### src/pkg/t2rc_pkg.sv
// Purpose: Constants for the reload/capture timer with an APB register port.
// Assumes: 32-bit APB data, one register per aligned word, byte address = 4 * index.
// Notes:   Overview follows.
// Overview of operation
// - Split bit low makes the two count bytes one 16-bit up-counter.
// - 16-bit rollover from 0xFFFF reloads the reload pair and sets the high flag.
// - With the timer interrupt enabled, every 16-bit overflow requests an interrupt.
// - In 16-bit mode the low-byte enable adds a request per low-byte rollover.
// - Count source is system clock, system clock over 12, or external over 8.
// - External clock over 8 is synchronised to the system clock before use.
// - Split bit high makes two 8-bit counters, each auto-reloading on rollover.
// - Low reload byte feeds the low counter, high reload byte the high one.
// - In split mode run control gates the high counter only; low always runs.
// - Per-half select: 1 is system clock, 0 follows the external clock select.
// - High flag sets whenever the high count byte rolls over from 0xFF.
// - Low flag sets whenever the low count byte rolls over, in every mode.
// - Split mode requests on high overflow; low-byte enable adds low overflow.
// - Hardware never clears the overflow flags; software clears and inspects both.
// - Capture enable with capture source select set enters capture mode.
// - 16-bit capture runs freely and copies the count into the reload pair.
// - Split capture runs two free 8-bit counters; both bytes copied on capture.
// - Capture event is a falling oscillator edge; it raises an interrupt if enabled.
// - Control bits are individually settable and clearable; all reset to zero.
// - Counting needs run control high, except the split-mode low counter.
// - External clock select picks system clock over 12 or external over 8.
package t2rc_pkg;

  // Register indices; byte address is four times the index
  localparam logic [7:0] IDX_CONTROL   = 8'hc8;
  localparam logic [7:0] IDX_RELOAD_LO = 8'hca;
  localparam logic [7:0] IDX_RELOAD_HI = 8'hcb;
  localparam logic [7:0] IDX_COUNT_LO  = 8'hcc;
  localparam logic [7:0] IDX_COUNT_HI  = 8'hcd;
  localparam logic [7:0] IDX_CLK_IRQ   = 8'hd0;
  localparam logic [7:0] IDX_BIT_OP    = 8'hd1;

  // Control register fields
  localparam int BIT_HI_FLAG  = 7;
  localparam int BIT_LO_FLAG  = 6;
  localparam int BIT_LO_IRQEN = 5;
  localparam int BIT_CAP_EN   = 4;
  localparam int BIT_SPLIT    = 3;
  localparam int BIT_RUN      = 2;
  localparam int BIT_CAP_SRC  = 1;
  localparam int BIT_EXT_SEL  = 0;

  // Clock/interrupt register fields
  localparam int BIT_LO_CLKSEL = 0;
  localparam int BIT_HI_CLKSEL = 1;
  localparam int BIT_TIMER_IE  = 2;

  // Bit-operation register fields
  localparam int BITOP_VALUE = 3;

  localparam logic [7:0] CONTROL_RESET = 8'h00;
  localparam logic [7:0] BYTE_RESET    = 8'h00;
  localparam logic [2:0] CLK_IRQ_RESET = 3'h0;

  // Timing
  localparam int SYS_DIV = 12;
  localparam int EXT_DIV = 8;

endpackage

### src/design/t2rc_timer.sv
// Purpose: 16-bit / dual 8-bit auto-reload timer with oscillator capture, APB slave.
// Assumes: One clock clk_sys, synchronous active-low reset, pins asynchronous.
// Notes:   APB answers after one wait state; unmapped addresses give pslverr.
//
// Implementation choice: the APB slave port.
`timescale 1ns/1ps

module t2rc_timer #(
  parameter int SYS_DIV = t2rc_pkg::SYS_DIV,
  parameter int EXT_DIV = t2rc_pkg::EXT_DIV
) (
  // Clock and reset
  input  wire logic        clk_sys,
  input  wire logic        rstn,
  // APB slave
  input  wire logic        psel,
  input  wire logic        penable,
  input  wire logic        pwrite,
  input  wire logic [11:0] paddr,
  input  wire logic [31:0] pwdata,
  input  wire logic [3:0]  pstrb,
  output logic      [31:0] prdata,
  output logic             pready,
  output logic             pslverr,
  // Pins
  input  wire logic        ext_osc_clk,
  input  wire logic        low_frequency_oscillator,
  // Interrupt request
  output logic             timer_irq
);

  if (SYS_DIV < 2 || SYS_DIV > 256) begin : g_chk_sys
    $error("SYS_DIV out of range");
  end
  if (EXT_DIV < 2 || EXT_DIV > 256) begin : g_chk_ext
    $error("EXT_DIV out of range");
  end

  // Registers
  logic [7:0]  timer_two_control_ff;
  logic [7:0]  count_low_byte_ff;
  logic [7:0]  count_high_byte_ff;
  logic [7:0]  reload_low_byte_ff;
  logic [7:0]  reload_high_byte_ff;
  logic [2:0]  clk_irq_ff;
  logic [31:0] prdata_ff;
  logic        pready_ff;
  logic        pslverr_ff;
  logic        irq_ff;

  // Pin synchronisers, three stages each
  logic [2:0]  sync_ff [2];
  logic [1:0]  pin_in;
  logic [1:0]  pin_lvl_ff;

  // Dividers and edge tracking
  logic [7:0]  sys_div_ff;
  logic [7:0]  ext_div_ff;
  logic        sys_tick;
  logic        ext_tick;
  logic        ext_rise;
  logic        osc_fall;

  // Decoded control
  logic        hi_flag;
  logic        lo_flag;
  logic        lo_irqen;
  logic        split_mode_bit;
  logic        run_control_bit;
  logic        external_clock_select;
  logic        cap_mode;
  logic        low_half_clock_select;
  logic        high_half_clock_select;
  logic        timer_irq_enable;
  logic        slow_tick;
  logic        lo_tick;
  logic        hi_tick;

  // Next-state of counter
  logic [7:0]  nxt_count_lo;
  logic [7:0]  nxt_count_hi;
  logic        set_hi;
  logic        set_lo;

  // Bus decode
  logic [7:0]  idx;
  logic        mapped;
  logic        acc;
  logic        wr_en;
  logic        nxt_pready;
  logic [7:0]  rd_byte;
  logic [2:0]  nxt_clk_irq;
  logic [7:0]  nxt_control;
  logic [2:0]  bitop_sel;

  assign pin_in = {low_frequency_oscillator, ext_osc_clk};

  // Only stage 1 reads stage 0; edges use stages 1 and 2 once they agree
  for (genvar i = 0; i < 2; i++) begin : g_sync
    always_ff @(posedge clk_sys) begin
      if (!rstn) begin
        sync_ff[i]    <= 3'h0;
        pin_lvl_ff[i] <= 1'b0;
      end else begin
        sync_ff[i] <= {sync_ff[i][1:0], pin_in[i]};
        if (sync_ff[i][1] == sync_ff[i][2]) begin
          pin_lvl_ff[i] <= sync_ff[i][2];
        end
      end
    end
  end

  assign ext_rise = (sync_ff[0][1] == sync_ff[0][2]) && sync_ff[0][2] && !pin_lvl_ff[0];
  assign osc_fall = (sync_ff[1][1] == sync_ff[1][2]) && !sync_ff[1][2] && pin_lvl_ff[1];

  assign hi_flag                = timer_two_control_ff[t2rc_pkg::BIT_HI_FLAG];
  assign lo_flag                = timer_two_control_ff[t2rc_pkg::BIT_LO_FLAG];
  assign lo_irqen               = timer_two_control_ff[t2rc_pkg::BIT_LO_IRQEN];
  assign split_mode_bit         = timer_two_control_ff[t2rc_pkg::BIT_SPLIT];
  assign run_control_bit        = timer_two_control_ff[t2rc_pkg::BIT_RUN];
  assign external_clock_select  = timer_two_control_ff[t2rc_pkg::BIT_EXT_SEL];
  assign low_half_clock_select  = clk_irq_ff[t2rc_pkg::BIT_LO_CLKSEL];
  assign high_half_clock_select = clk_irq_ff[t2rc_pkg::BIT_HI_CLKSEL];
  assign timer_irq_enable       = clk_irq_ff[t2rc_pkg::BIT_TIMER_IE];

  // Capture needs both the enable and the oscillator source
  assign cap_mode = timer_two_control_ff[t2rc_pkg::BIT_CAP_EN] &&
                    timer_two_control_ff[t2rc_pkg::BIT_CAP_SRC];

  // System clock divider; free running so the tick rate is steady
  always_ff @(posedge clk_sys) begin
    if (!rstn) begin
      sys_div_ff <= 8'h00;
    end else if (sys_div_ff == 8'(SYS_DIV - 1)) begin
      sys_div_ff <= 8'h00;
    end else begin
      sys_div_ff <= sys_div_ff + 8'h01;
    end
  end
  assign sys_tick = (sys_div_ff == 8'(SYS_DIV - 1));

  // External clock divider, counts synchronised rising edges
  always_ff @(posedge clk_sys) begin
    if (!rstn) begin
      ext_div_ff <= 8'h00;
    end else if (ext_rise) begin
      if (ext_div_ff == 8'(EXT_DIV - 1)) begin
        ext_div_ff <= 8'h00;
      end else begin
        ext_div_ff <= ext_div_ff + 8'h01;
      end
    end
  end
  assign ext_tick = ext_rise && (ext_div_ff == 8'(EXT_DIV - 1));

  assign slow_tick = external_clock_select ? ext_tick : sys_tick;
  assign lo_tick   = low_half_clock_select ? 1'b1 : slow_tick;
  assign hi_tick   = high_half_clock_select ? 1'b1 : slow_tick;

  // Counter next value
  always_comb begin
    nxt_count_lo = count_low_byte_ff;
    nxt_count_hi = count_high_byte_ff;
    set_hi       = 1'b0;
    set_lo       = 1'b0;
    if (split_mode_bit) begin
      // Low half ignores run control in split mode
      if (lo_tick) begin
        if (count_low_byte_ff == 8'hff) begin
          set_lo       = 1'b1;
          nxt_count_lo = cap_mode ? 8'h00 : reload_low_byte_ff;
        end else begin
          nxt_count_lo = count_low_byte_ff + 8'h01;
        end
      end
      if (run_control_bit && hi_tick) begin
        if (count_high_byte_ff == 8'hff) begin
          set_hi       = 1'b1;
          nxt_count_hi = cap_mode ? 8'h00 : reload_high_byte_ff;
        end else begin
          nxt_count_hi = count_high_byte_ff + 8'h01;
        end
      end
    end else if (run_control_bit && lo_tick) begin
      if (count_low_byte_ff == 8'hff) begin
        set_lo = 1'b1;
        if (count_high_byte_ff == 8'hff) begin
          set_hi = 1'b1;
          // Capture mode rolls to zero; the reload pair then holds captures
          nxt_count_lo = cap_mode ? 8'h00 : reload_low_byte_ff;
          nxt_count_hi = cap_mode ? 8'h00 : reload_high_byte_ff;
        end else begin
          nxt_count_lo = 8'h00;
          nxt_count_hi = count_high_byte_ff + 8'h01;
        end
      end else begin
        nxt_count_lo = count_low_byte_ff + 8'h01;
      end
    end
  end

  // APB decode; one wait state keeps read data registered
  assign idx        = paddr[9:2];
  assign mapped     = (paddr[11:10] == 2'b00) && (paddr[1:0] == 2'b00) &&
                      (idx == t2rc_pkg::IDX_CONTROL   || idx == t2rc_pkg::IDX_RELOAD_LO ||
                       idx == t2rc_pkg::IDX_RELOAD_HI || idx == t2rc_pkg::IDX_COUNT_LO  ||
                       idx == t2rc_pkg::IDX_COUNT_HI  || idx == t2rc_pkg::IDX_CLK_IRQ   ||
                       idx == t2rc_pkg::IDX_BIT_OP);
  assign acc        = psel && penable;
  assign nxt_pready = acc && !pready_ff;
  assign wr_en      = acc && pready_ff && pwrite && mapped && pstrb[0];
  assign bitop_sel  = pwdata[2:0];

  always_comb begin
    case (idx)
      t2rc_pkg::IDX_CONTROL:   rd_byte = timer_two_control_ff;
      t2rc_pkg::IDX_RELOAD_LO: rd_byte = reload_low_byte_ff;
      t2rc_pkg::IDX_RELOAD_HI: rd_byte = reload_high_byte_ff;
      t2rc_pkg::IDX_COUNT_LO:  rd_byte = count_low_byte_ff;
      t2rc_pkg::IDX_COUNT_HI:  rd_byte = count_high_byte_ff;
      t2rc_pkg::IDX_CLK_IRQ:   rd_byte = {5'h00, clk_irq_ff};
      default:                 rd_byte = 8'h00;
    endcase
  end

  always_ff @(posedge clk_sys) begin
    if (!rstn) begin
      pready_ff  <= 1'b0;
      pslverr_ff <= 1'b0;
      prdata_ff  <= 32'h0000_0000;
    end else begin
      pready_ff  <= nxt_pready;
      pslverr_ff <= nxt_pready && !mapped;
      if (nxt_pready && !pwrite) begin
        prdata_ff <= mapped ? {24'h00_0000, rd_byte} : 32'h0000_0000;
      end
    end
  end

  // Control register; full write or single-bit operation
  always_comb begin
    nxt_control = timer_two_control_ff;
    if (wr_en && idx == t2rc_pkg::IDX_CONTROL) begin
      nxt_control = pwdata[7:0];
    end else if (wr_en && idx == t2rc_pkg::IDX_BIT_OP) begin
      nxt_control[bitop_sel] = pwdata[t2rc_pkg::BITOP_VALUE];
    end
    // Hardware set beats a same-cycle software clear; never cleared here
    if (set_hi || (cap_mode && osc_fall)) begin
      nxt_control[t2rc_pkg::BIT_HI_FLAG] = 1'b1;
    end
    if (set_lo) begin
      nxt_control[t2rc_pkg::BIT_LO_FLAG] = 1'b1;
    end
  end

  always_ff @(posedge clk_sys) begin
    if (!rstn) begin
      timer_two_control_ff <= t2rc_pkg::CONTROL_RESET;
    end else begin
      timer_two_control_ff <= nxt_control;
    end
  end

  assign nxt_clk_irq = (wr_en && idx == t2rc_pkg::IDX_CLK_IRQ) ? pwdata[2:0] : clk_irq_ff;

  always_ff @(posedge clk_sys) begin
    if (!rstn) begin
      clk_irq_ff <= t2rc_pkg::CLK_IRQ_RESET;
    end else begin
      clk_irq_ff <= nxt_clk_irq;
    end
  end

  // Count bytes; software write wins
  always_ff @(posedge clk_sys) begin
    if (!rstn) begin
      count_low_byte_ff  <= t2rc_pkg::BYTE_RESET;
      count_high_byte_ff <= t2rc_pkg::BYTE_RESET;
    end else begin
      if (wr_en && idx == t2rc_pkg::IDX_COUNT_LO) begin
        count_low_byte_ff <= pwdata[7:0];
      end else begin
        count_low_byte_ff <= nxt_count_lo;
      end
      if (wr_en && idx == t2rc_pkg::IDX_COUNT_HI) begin
        count_high_byte_ff <= pwdata[7:0];
      end else begin
        count_high_byte_ff <= nxt_count_hi;
      end
    end
  end

  // Reload bytes; capture copies the count present at the event
  always_ff @(posedge clk_sys) begin
    if (!rstn) begin
      reload_low_byte_ff  <= t2rc_pkg::BYTE_RESET;
      reload_high_byte_ff <= t2rc_pkg::BYTE_RESET;
    end else begin
      if (wr_en && idx == t2rc_pkg::IDX_RELOAD_LO) begin
        reload_low_byte_ff <= pwdata[7:0];
      end else if (cap_mode && osc_fall) begin
        reload_low_byte_ff <= count_low_byte_ff;
      end
      if (wr_en && idx == t2rc_pkg::IDX_RELOAD_HI) begin
        reload_high_byte_ff <= pwdata[7:0];
      end else if (cap_mode && osc_fall) begin
        reload_high_byte_ff <= count_high_byte_ff;
      end
    end
  end

  // Request is a level held while a flag that may interrupt stays set
  always_ff @(posedge clk_sys) begin
    if (!rstn) begin
      irq_ff <= 1'b0;
    end else begin
      irq_ff <= timer_irq_enable && (nxt_control[t2rc_pkg::BIT_HI_FLAG] ||
                (nxt_control[t2rc_pkg::BIT_LO_IRQEN] &&
                 nxt_control[t2rc_pkg::BIT_LO_FLAG]));
    end
  end

  assign prdata    = prdata_ff;
  assign pready    = pready_ff;
  assign pslverr   = pslverr_ff;
  assign timer_irq = irq_ff;

endmodule

### config.mk
export PLATFORM = sky130hd
export DESIGN_NAME = t2rc_timer
export DESIGN_NICKNAME = d
export VERILOG_FILES = /design/src/pkg/t2rc_pkg.sv /design/src/design/t2rc_timer.sv
export SDC_FILE = /design/constraint.sdc
export NUM_CORES = 1
export LEC_CHECK = 0
export BUFFER_PORTS_ARGS = -buffer_cell sky130_fd_sc_hd__clkbuf_2
export CORE_MARGIN = 5
export CORE_UTILIZATION = 60
export CTS_CLUSTER_SIZE = 30
export DETAILED_ROUTE_END_ITERATION = 8
export PLACE_DENSITY_LB_ADDON = 0.2
export SYNTH_ARGS = -nofsm -noshare
export SYNTH_HDL_FRONTEND = slang
export SYNTH_SLANG_ARGS = --single-unit
### constraint.sdc
create_clock -name clk_sys -period 4.4 [get_ports clk_sys]
set_input_delay 0.22 -clock clk_sys [delete_from_list [all_inputs] [get_ports clk_sys]]
set_output_delay 0.22 -clock clk_sys [all_outputs]
set_load 0.005 [all_outputs]
# == Yosys cells after proc, flatten, opt, wreduce, memory -nomap -nowiden ==
# Memories as Yosys holds them, arrays and structs flattened.
# Index checks and enable logic that the tools add are counted.
# totals
inputBits,55
ram_bits,6
memories,1
reg_bits,96
wordCells,138
out_inout_bits,35
# memory_table
memory,words,width,read_ports,rd_ports_with_merged_regs,wr,line_no,source
sync_ff,2,3,2,0,2,t2rc_timer.sv:52,logic [2:0] sync_ff [2];
# op_classes
addsub,4
eq_ne,15
n_reduce_logical,53
magnitude_cmp,2
bitwise,3
n_mux,45
# op_table
operator,count
2-to-1 mux 8 bit,23
"equality test 8 bit, second input constant",9
case mux 8 bit (6 select lines),1
"adder 8 x 1 -> 8 bit, second input constant",4
logical AND 1 bit,29
2-to-1 mux 1 bit,17
nonzero test 3 bit,3
bitwise mux 8 bit,1
"equality test 8 x 3 -> 1 bit, second input constant",1
"equality test 8 x 4 -> 1 bit, second input constant",1
logical OR 1 bit,8
2-to-1 mux 3 bit,2
"!= test 3 x 1 -> 1 bit, second input constant",2
nonzero test 2 bit,3
zero test 1 bit,5
zero test 2 bit,2
"less-than comparator 3 x 4 -> 1 bit, second input constant",1
demux 1 bit (select 3 bit),1
"greater-or-equal comparator 3 x 1 -> 1 bit, second input constant",1
AND reduction 3 bit,1
equality test 1 bit,2
bitwise OR 1 bit,2
AND reduction 2 bit,1
OR reduction 2 bit,1
inverter 1 bit,1

# == Logic depth before layout (Yosys ltp) ==
# Gate-level depths: netlist of the first run.
# depth
word_depth,17
ltp_mapped,9
depth_no_buf,7

# == Worst setup path before layout of the first run ==
# OpenSTA, ideal clock, no wires.
# synth_timing
path_kind,reg2reg
startpoint,register count_low_byte_ff[0]
endpoint,register count_high_byte_ff[2]
stages_incl_launch_ff,9
required_ns,4.269
setup_ns,0.131
arrival_ns,1.922
slack_ns,2.346
path_cell_list,dfxtp_1 > ha_1 > nand2_1 > nor3_1 > o221a_2 > buf_2 > nand2_1 > mux2i_1 > a21oi_1
# synth_between
elab_chain_cells,3
# synth_lines
item,line_no,source
start: declaration,t2rc_timer.sv:41,logic [7:0] count_low_byte_ff;
start signal: assignment,t2rc_timer.sv:278,count_low_byte_ff <= t2rc_pkg::BYTE_RESET;
start signal: assignment,t2rc_timer.sv:282,count_low_byte_ff <= pwdata[7:0];
start signal: assignment,t2rc_timer.sv:284,count_low_byte_ff <= nxt_count_lo;
equality test 8 bit,t2rc_timer.sv:185,if (count_low_byte_ff == 8'hff) begin
nonzero test 3 bit (no line),n/a,
AND reduction 3 bit (no line),n/a,
end signal: assignment,t2rc_timer.sv:279,count_high_byte_ff <= t2rc_pkg::BYTE_RESET;
end signal: assignment,t2rc_timer.sv:287,count_high_byte_ff <= pwdata[7:0];
end signal: assignment,t2rc_timer.sv:289,count_high_byte_ff <= nxt_count_hi;
end: declaration,t2rc_timer.sv:42,logic [7:0] count_high_byte_ff;
# Every way passes these cells.
# A chain may end at the register's enable or synchronous reset.

# == Worst setup path after layout of the first run ==
# layout_timing
startpoint,register ext_div_ff[0]
endpoint,register count_low_byte_ff[5]
# layout_between
elab_chain_cells,7
# layout_lines
item,line_no,source
start: declaration,t2rc_timer.sv:58,logic [7:0] ext_div_ff;
start signal: assignment,t2rc_timer.sv:150,ext_div_ff <= ext_div_ff + 8'h01;
equality test 8 x 3 -> 1 bit *,t2rc_timer.sv:154,assign ext_tick = ext_rise && (ext_div_ff == 8'(EXT_DIV - 1));
logical AND 1 bit *,t2rc_timer.sv:154,
2-to-1 mux 1 bit *,t2rc_timer.sv:156,assign slow_tick = external_clock_select ? ext_tick : sys_tick;
2-to-1 mux 1 bit *,t2rc_timer.sv:157,assign lo_tick = low_half_clock_select ? 1'b1 : slow_tick;
logical AND 1 bit,t2rc_timer.sv:184,end else if (run_control_bit && lo_tick) begin
nonzero test 3 bit (no line),n/a,
AND reduction 2 bit (no line) *,n/a,
# Every way passes the cells marked *; elsewhere a longest branch is shown, timed or not.

==> impl_metrics.tcl, run 1 <==
set metrics [dict create \
    number_of_instances_resized_during_post_cts_repair 0 \
    cts_root_buffer "clkbuf_8" \
    tns_ps 0 \
    detailed_place_hpwl_um 8620 \
    ir_drop_mv 0.179 \
    cts.sinks 78 \
    final-setup-viol-count 0 \
    drv_slew 0 \
    wire_per_inst_um 17.9 \
    drive_above_1_share_pct 15.6 \
    critPathArrivalTime_ps 2790 \
    worst_slew_margin_rel_pct 29.0 \
    number_of_synthesized_flops_with_an_enable_pin 0 \
    synth_sequential_area_ratio_pct 33.6 \
    finalWeightedCongestion 0.920 \
    least_margin_pin_slew_ps 1060 \
    drt-total-wl_um 12100 \
    clock-skew-final_ps 7.65 \
    fillCellCount 688 \
    synth.avg_cell_area_um2 8.46 \
    hold_viol 0 \
    ys_types 78 \
    min_period_over_period_pct 56.8 \
    final_cells 674 \
    antennaDiodeCount 0 \
    critPathTopFamily "compound AO/OA/AOI/OAI gates" \
    synthArstFlopShare_pct 0 \
    layout.cells.most_common "dfxtp_1" \
    multiInputGateArea_um2 2790 \
    crit_slowest_cell "o32ai_1" \
    required_ps 4690 \
    grt_max_degree 32 \
    drc 0 \
    whs_ps 57.8 \
    routed-via-count 4206 \
    start_kind "flip-flop" \
    pwr_per_cell_area_nw_per_um2 274 \
    floorplan.core_area_um2 7650 \
    die-width_um 98.1 \
    cts_made_buffers 9 \
    syn2layout_area_growth_pct 5.73 \
    synth_top_flop_cell "dfxtp_1" \
    netlist_area_um2 4650 \
    number_of_antenna_violations_at_the_first_check_in_global_routing 0 \
    grt_use_total_pct 24.6 \
    postSynthCellCount 550 \
    buffer_ports.inserted 38 \
    tritoncts "done" \
    critical_path_buf_inv_count 0 \
    shortest_period_the_worst_path_allows_ps 2500 \
    antenna_left 0 \
    final_cell_mix "dfxtp_1 (78), nor2_1 (54), nand2_1 (53)" \
    clk_path_buf_depth 2 \
    nets_final 629 \
    critPathMaxFanout 8 \
    dominant_cell_type_by_count_on_the_critical_path "and4b_1" \
    yosys_warnings 0 \
    cpPeakStageDelay_ps 910 \
    avg_vias_per_cell 6.24 \
    num_rows 32 \
    gr_ovfl_total 0 \
    grt_first_pass_wirelength_um 19200 \
    ios 90 \
    final-seq-area_um2 1560 \
    design.die.area_um2 9620 \
    hp-class "in2reg" \
    chipHeight_um 98.1 \
    cp_cell_sequence "ha_1 > and4b_1 > and4b_1 > o32ai_1 > o21ai_0 > a31oi_1" \
    max_cap_violations 0 \
    number_of_cells_after_detailed_placement 659 \
    synth_seq_cells 78 \
    drtIter0Drc 377 \
    power_leakage_nw 1.93 \
    max_freq_mhz 400 \
    cts.reportedPaths.clkPinSlew_ps 80 \
    cts_hold_buf 0 \
    outcome "finished clean" \
    detailedRoute.firstPassIterationCount 5 \
    floorplan.initialDensity_pct 60.8 \
    critPathKind "reg2reg" \
    clk-insertion-delay-late_ps 370 \
    crit_path_end_kind "flip-flop" \
    cts_htree_levels 3 \
    grt_setup_unrepaired "false" \
    post-cts-setup-buffer-count 0 \
    first_global_vias 3856 \
]
-- per-layer routing --
metal  routed length [um]  GRT usage (%)
met1                 5090           31.9
met2                 5720           39.2
met3                  885           4.79
met4                  391           12.0
met5                    0              0
-- cell usage after synthesis (6+ instances only) --
library cell,instances,area share [%]
o211ai_1,6,0.97
inv_1,10,0.81
a211oi_2,16,4.3
buf_2,7,0.75
or3_1,7,0.94
a31oi_1,6,0.81
nand3_1,29,3.1
ha_1,6,1.6
a21oi_1,19,2.0
clkbuf_1,20,1.6
nor2_1,54,4.4
mux2i_1,34,7.3
and3_1,9,1.2
buf_4,25,4.0
dfxtp_1,78,34
nor3_1,11,1.2
o21ai_0,27,2.9
nand4_1,12,1.6
and2_1,11,1.5
nand2_1,53,4.3
xor2_1,10,1.9
-- state kept, by name, summed over array words and instances, names as in the netlist, 8 cells and up --
signal                count
reload_high_byte_ff       8
count_low_byte_ff         8
count_high_byte_ff        8
timer_two_control_ff      8
reload_low_byte_ff        8
sys_div_ff                8
prdata                    8
ext_div_ff                8
-- metrics by stage --
step           area [um2]  setup slack [ps]  total power (W)  util (%)
6_report             4920              1900          0.00135      64.3
3_5_place_dp         4730              1660         0.000815      61.9
2_1_floorplan        4740              2350         0.000801         -
3_3_place_gp         4730              1710         0.000813      61.9
4_1_cts              4920              1890          0.00135      64.3
5_1_grt              4920              1660          0.00139      64.3
-- cells by family after synthesis --
kind of cell | count (synthesis) | share of synthesized area [%]
and+or+nand+nor | 218 | 24.2
AOI/OAI and AO/OA | 128 | 21.2
DFF | 78 | 33.6
muxes | 39 | 8.52
xor gates and xnor gates | 13 | 2.45
buffers and inverters | 67 | 8.31
adders and majority gates | 6 | 1.61
other | 1 | 0.0806
-- worst register-to-register path, stage by stage, from the launching register on --
cell     delay (ps)
dfxtp_1         340
ha_1            210
and4b_1         220
and4b_1         250
o32ai_1         910
o21ai_0         270
a31oi_1         220
-- layout make-up --
type	instances	share of cell area (%)
sequential	78	31.7
tap	102	2.59
clock inverter	4	0.966
clock buffer	11	2.87
timing repair buffer	41	4.32
inverter	10	0.763
multi-input combinational	428	56.7
-- worst paths after layout --
check | from | endpoint | slack, ps | depth (start not counted)
min | ext_osc_clk | sync_ff[0][0] | 60 | 2
min reg2reg | sync_ff[1][0] | sync_ff[1][1] | 450 | 1
max | ext_div_ff[0] | count_low_byte_ff[5] | 1900 | 6
max reg2reg | ext_div_ff[0] | count_low_byte_ff[5] | 1900 | 6
-- where the power goes --
group / internal (W) / switching, W / total [W]
Clock: 0.000273 / 0.000272 / 0.000545
Sequential: 0.000711 / 0.00000396 / 0.000715
Combinational: 0.0000245 / 0.0000617 / 0.0000863
Note: power is estimated with default switching activity, not from simulation.
==> run 2: changes to the inputs <==
- ABC_AREA: not set -> 1
- CORE_UTILIZATION: 60 -> 56
- clock period: 4.4 -> 2.6 ns (I/O delays scaled with it)
==> run 2 against run 1 <==
Effect of this change: clock skew is 6.0 ps higher; fmax grew 8.4%; clock power up 94%; sequential share of layout area decreased by 0.99 points; worst setup slack worse by 1600 ps; via count rose by 7.3%; global-route usage fell by 0.23 points; critical path type unchanged; largest power group unchanged.
==> impl_metrics.tcl, run 2 <==
set metrics [dict create \
    cts_root_buffer "clkbuf_8" \
    grt_use_total_pct 24.4 \
    grt_setup_unrepaired "false" \
    number_of_synthesized_flops_with_an_enable_pin 0 \
    finalWorstSetupSlack_ps 296 \
    die-width_um 101 \
    post-cts-setup-buffer-count 0 \
    synthArstFlopShare_pct 0 \
    routed-via-count 4514 \
    tritoncts "done" \
    synth_top_flop_cell "dfxtp_1" \
    outcome "finished clean" \
    tns_ps 0 \
    critPathMaxFanout 9 \
    wire_per_inst_um 14.4 \
    nets_final 786 \
    met3_usage_pct 3.99 \
    pwr_per_cell_area_nw_per_um2 473 \
    critPathKind "reg2reg" \
    syn2layout_area_growth_pct 8.70 \
    clk-insertion-delay-late_ps 370 \
    grt_first_pass_wirelength_um 19700 \
    hp-class "in2reg" \
    floorplan.core_area_um2 8180 \
    clock-skew-final_ps 13.6 \
    ys_types 46 \
    global_route.peak_usage_layer "met2" \
    place_ws_ps 371 \
    ir_drop_mv 0.265 \
    gr_ovfl_total 0 \
    cts_made_buffers 9 \
    yosys-top-cells-area "dfxtp_1 (33%), nand2_1 (12%), inv_1 (7.8%), o21ai_0 (7.6%), a21oi_1 (4.9%)" \
    final_cell_mix "nand2_1 (149), inv_1 (97), dfxtp_1 (78)" \
    globalRouteMet1Util_pct 33.2 \
    synth_largest_type_area_fraction_pct 33.4 \
    most_instantiated_library_cell_after_synthesis "nand2_1" \
    required_ps 2860 \
    drive_above_1_share_pct 13.0 \
    synth_seq_cells 78 \
    chipHeight_um 101 \
    number_of_instances_resized_during_post_cts_repair 0 \
    design.die.area_um2 10300 \
    floorplan.initialDensity_pct 57.1 \
    antennaDiodeCount 0 \
    cts.sinks 78 \
    detailed_place_hpwl_um 8820 \
    shortest_period_the_worst_path_allows_ps 2300 \
    clk_path_buf_depth 2 \
    max_cap_violations 0 \
    drv_slew 0 \
    synth.avg_cell_area_um2 6.79 \
    grt_max_degree 53 \
    netlist_area_um2 4670 \
    detailedRoute.firstPassIterationCount 6 \
    fillCellCount 778 \
    grt_util_met2_pct 39.2 \
    avg_vias_per_cell 5.41 \
    post_synth_most_frequent_cells "nand2_1 (149), inv_1 (97), dfxtp_1 (78)" \
    layout.cells.most_common "nand2_1" \
    design_area_um2 5080 \
    start_kind "flip-flop" \
    critPathArrivalTime_ps 2570 \
    buffer_ports.inserted 38 \
    holdPathStages 3 \
    power_leakage_nw 2.16 \
    max_freq_mhz 434 \
    crit_path_end_kind "flip-flop" \
    drt-total-wl_um 12000 \
    final-setup-viol-count 0 \
    min_period_over_period_pct 88.6 \
    cts_htree_levels 3 \
    number_of_antenna_violations_at_the_first_check_in_global_routing 0 \
    final-seq-area_um2 1560 \
    synth_area_leader_cell "dfxtp_1" \
    ios 90 \
    antenna_left 0 \
    drc 0 \
    synth_sequential_area_ratio_pct 33.4 \
    yosys_warnings 0 \
    postSynthCellCount 688 \
    r2r.worst_path.cells 13 \
    drtIter0Drc 401 \
    num_rows 33 \
    first_global_vias 4134 \
    least_margin_pin_slew_ps 589 \
    placedInstanceArea_um2 4830 \
    cts.reportedPaths.clkPinSlew_ps 90 \
    worst_slew_margin_rel_pct 60.5 \
    finalWeightedCongestion 0.913 \
    hold_viol 0 \
    multiInputGateArea_um2 2510 \
]
## run 2: changes by cell type in the layout (fill, tap and decap cells not counted), sizes merged, moves of 8 or more
| cell | delta |
|---|---|
| or3 | -8 |
| mux2i | -34 |
| o22ai | +9 |
| o21ai | +45 |
| a21oi | +29 |
| and2 | -11 |
| inv | +95 |
| nand2 | +104 |
| and3 | -10 |
| a211oi | -18 |
| o221ai | +9 |
## run 2: timing repair
action                                  CTS  global route
endpoints found under the hold margin     2             0
hold buffers                              2             0
endpoints found under the setup margin    0             0
## run 2: kinds of logic after synthesis
group | Yosys count | synth area share (%)
buf+inv | 147 | 14.7
other cells | 1 | 0.0803
flops | 78 | 33.4
simple gates | 278 | 27.8
compound gates | 168 | 20.5
fa+ha+maj | 6 | 1.61
xor+xnor | 10 | 1.87
## run 2: worst max-delay path, stage by stage (launching register included)
cell and delay (ps):
dfxtp_1 410, ha_1 170, inv_1 50, or2_2 280, nor4_1 290, nand2_1 150
nand3_1 110, nand2_1 50, nand2_1 80, nand2_2 150, nand2_4 150, nor2_1 50
o21ai_0 180, inv_1 50
## run 2: path summary, 6_finish.rpt
path,start,endpoint,slack (ps)
worst max register to register,sys_div_ff[0],count_high_byte_ff[3],300
worst min-delay path,pwdata[4],timer_two_control_ff[4],30
worst max-delay path,sys_div_ff[0],count_high_byte_ff[3],300
worst min register to register,sync_ff[1][0],sync_ff[1][1],420
## run 2: metal layers
metal  routed length (um)  up-vias
li1                     -     2296
met1                 5410     2024
met2                 5410      175
met3                  944       19
met4                  221        0
met5                    0        -
## run 2: where the power goes
group          total [W]  switching, W  internal, W  leakage, nW
Sequential       0.00121    0.00000697      0.00120        0.630
Clock            0.00106      0.000488     0.000573        0.113
Combinational   0.000132     0.0000928    0.0000389         1.42
## run 2: final cells by class
type,instances,share of cell area [%]
multi-input cells,486,49.4
clock inverters,6,1.85
clock buffers,10,2.71
flip-flops and latches,78,30.7
inverters,106,7.98
well taps,105,2.59
repair buffers,44,4.73
## run 2: metrics by stage
| stage | utilization (%) | hold slack (ps) | total power (W) | cells |
|---|---|---|---|---|
| after global routing | 62.1 | 31.4 | 0.00250 | 835 |
| after floorplan | - | 228 | 0.00134 | 711 |
| after detailed placement | 59.0 | 316 | 0.00137 | 817 |
| final | 62.1 | 31.2 | 0.00240 | 835 |
| after global placement | 59.0 | 314 | 0.00136 | 817 |
| after CTS | 62.1 | 21.8 | 0.00242 | 835 |
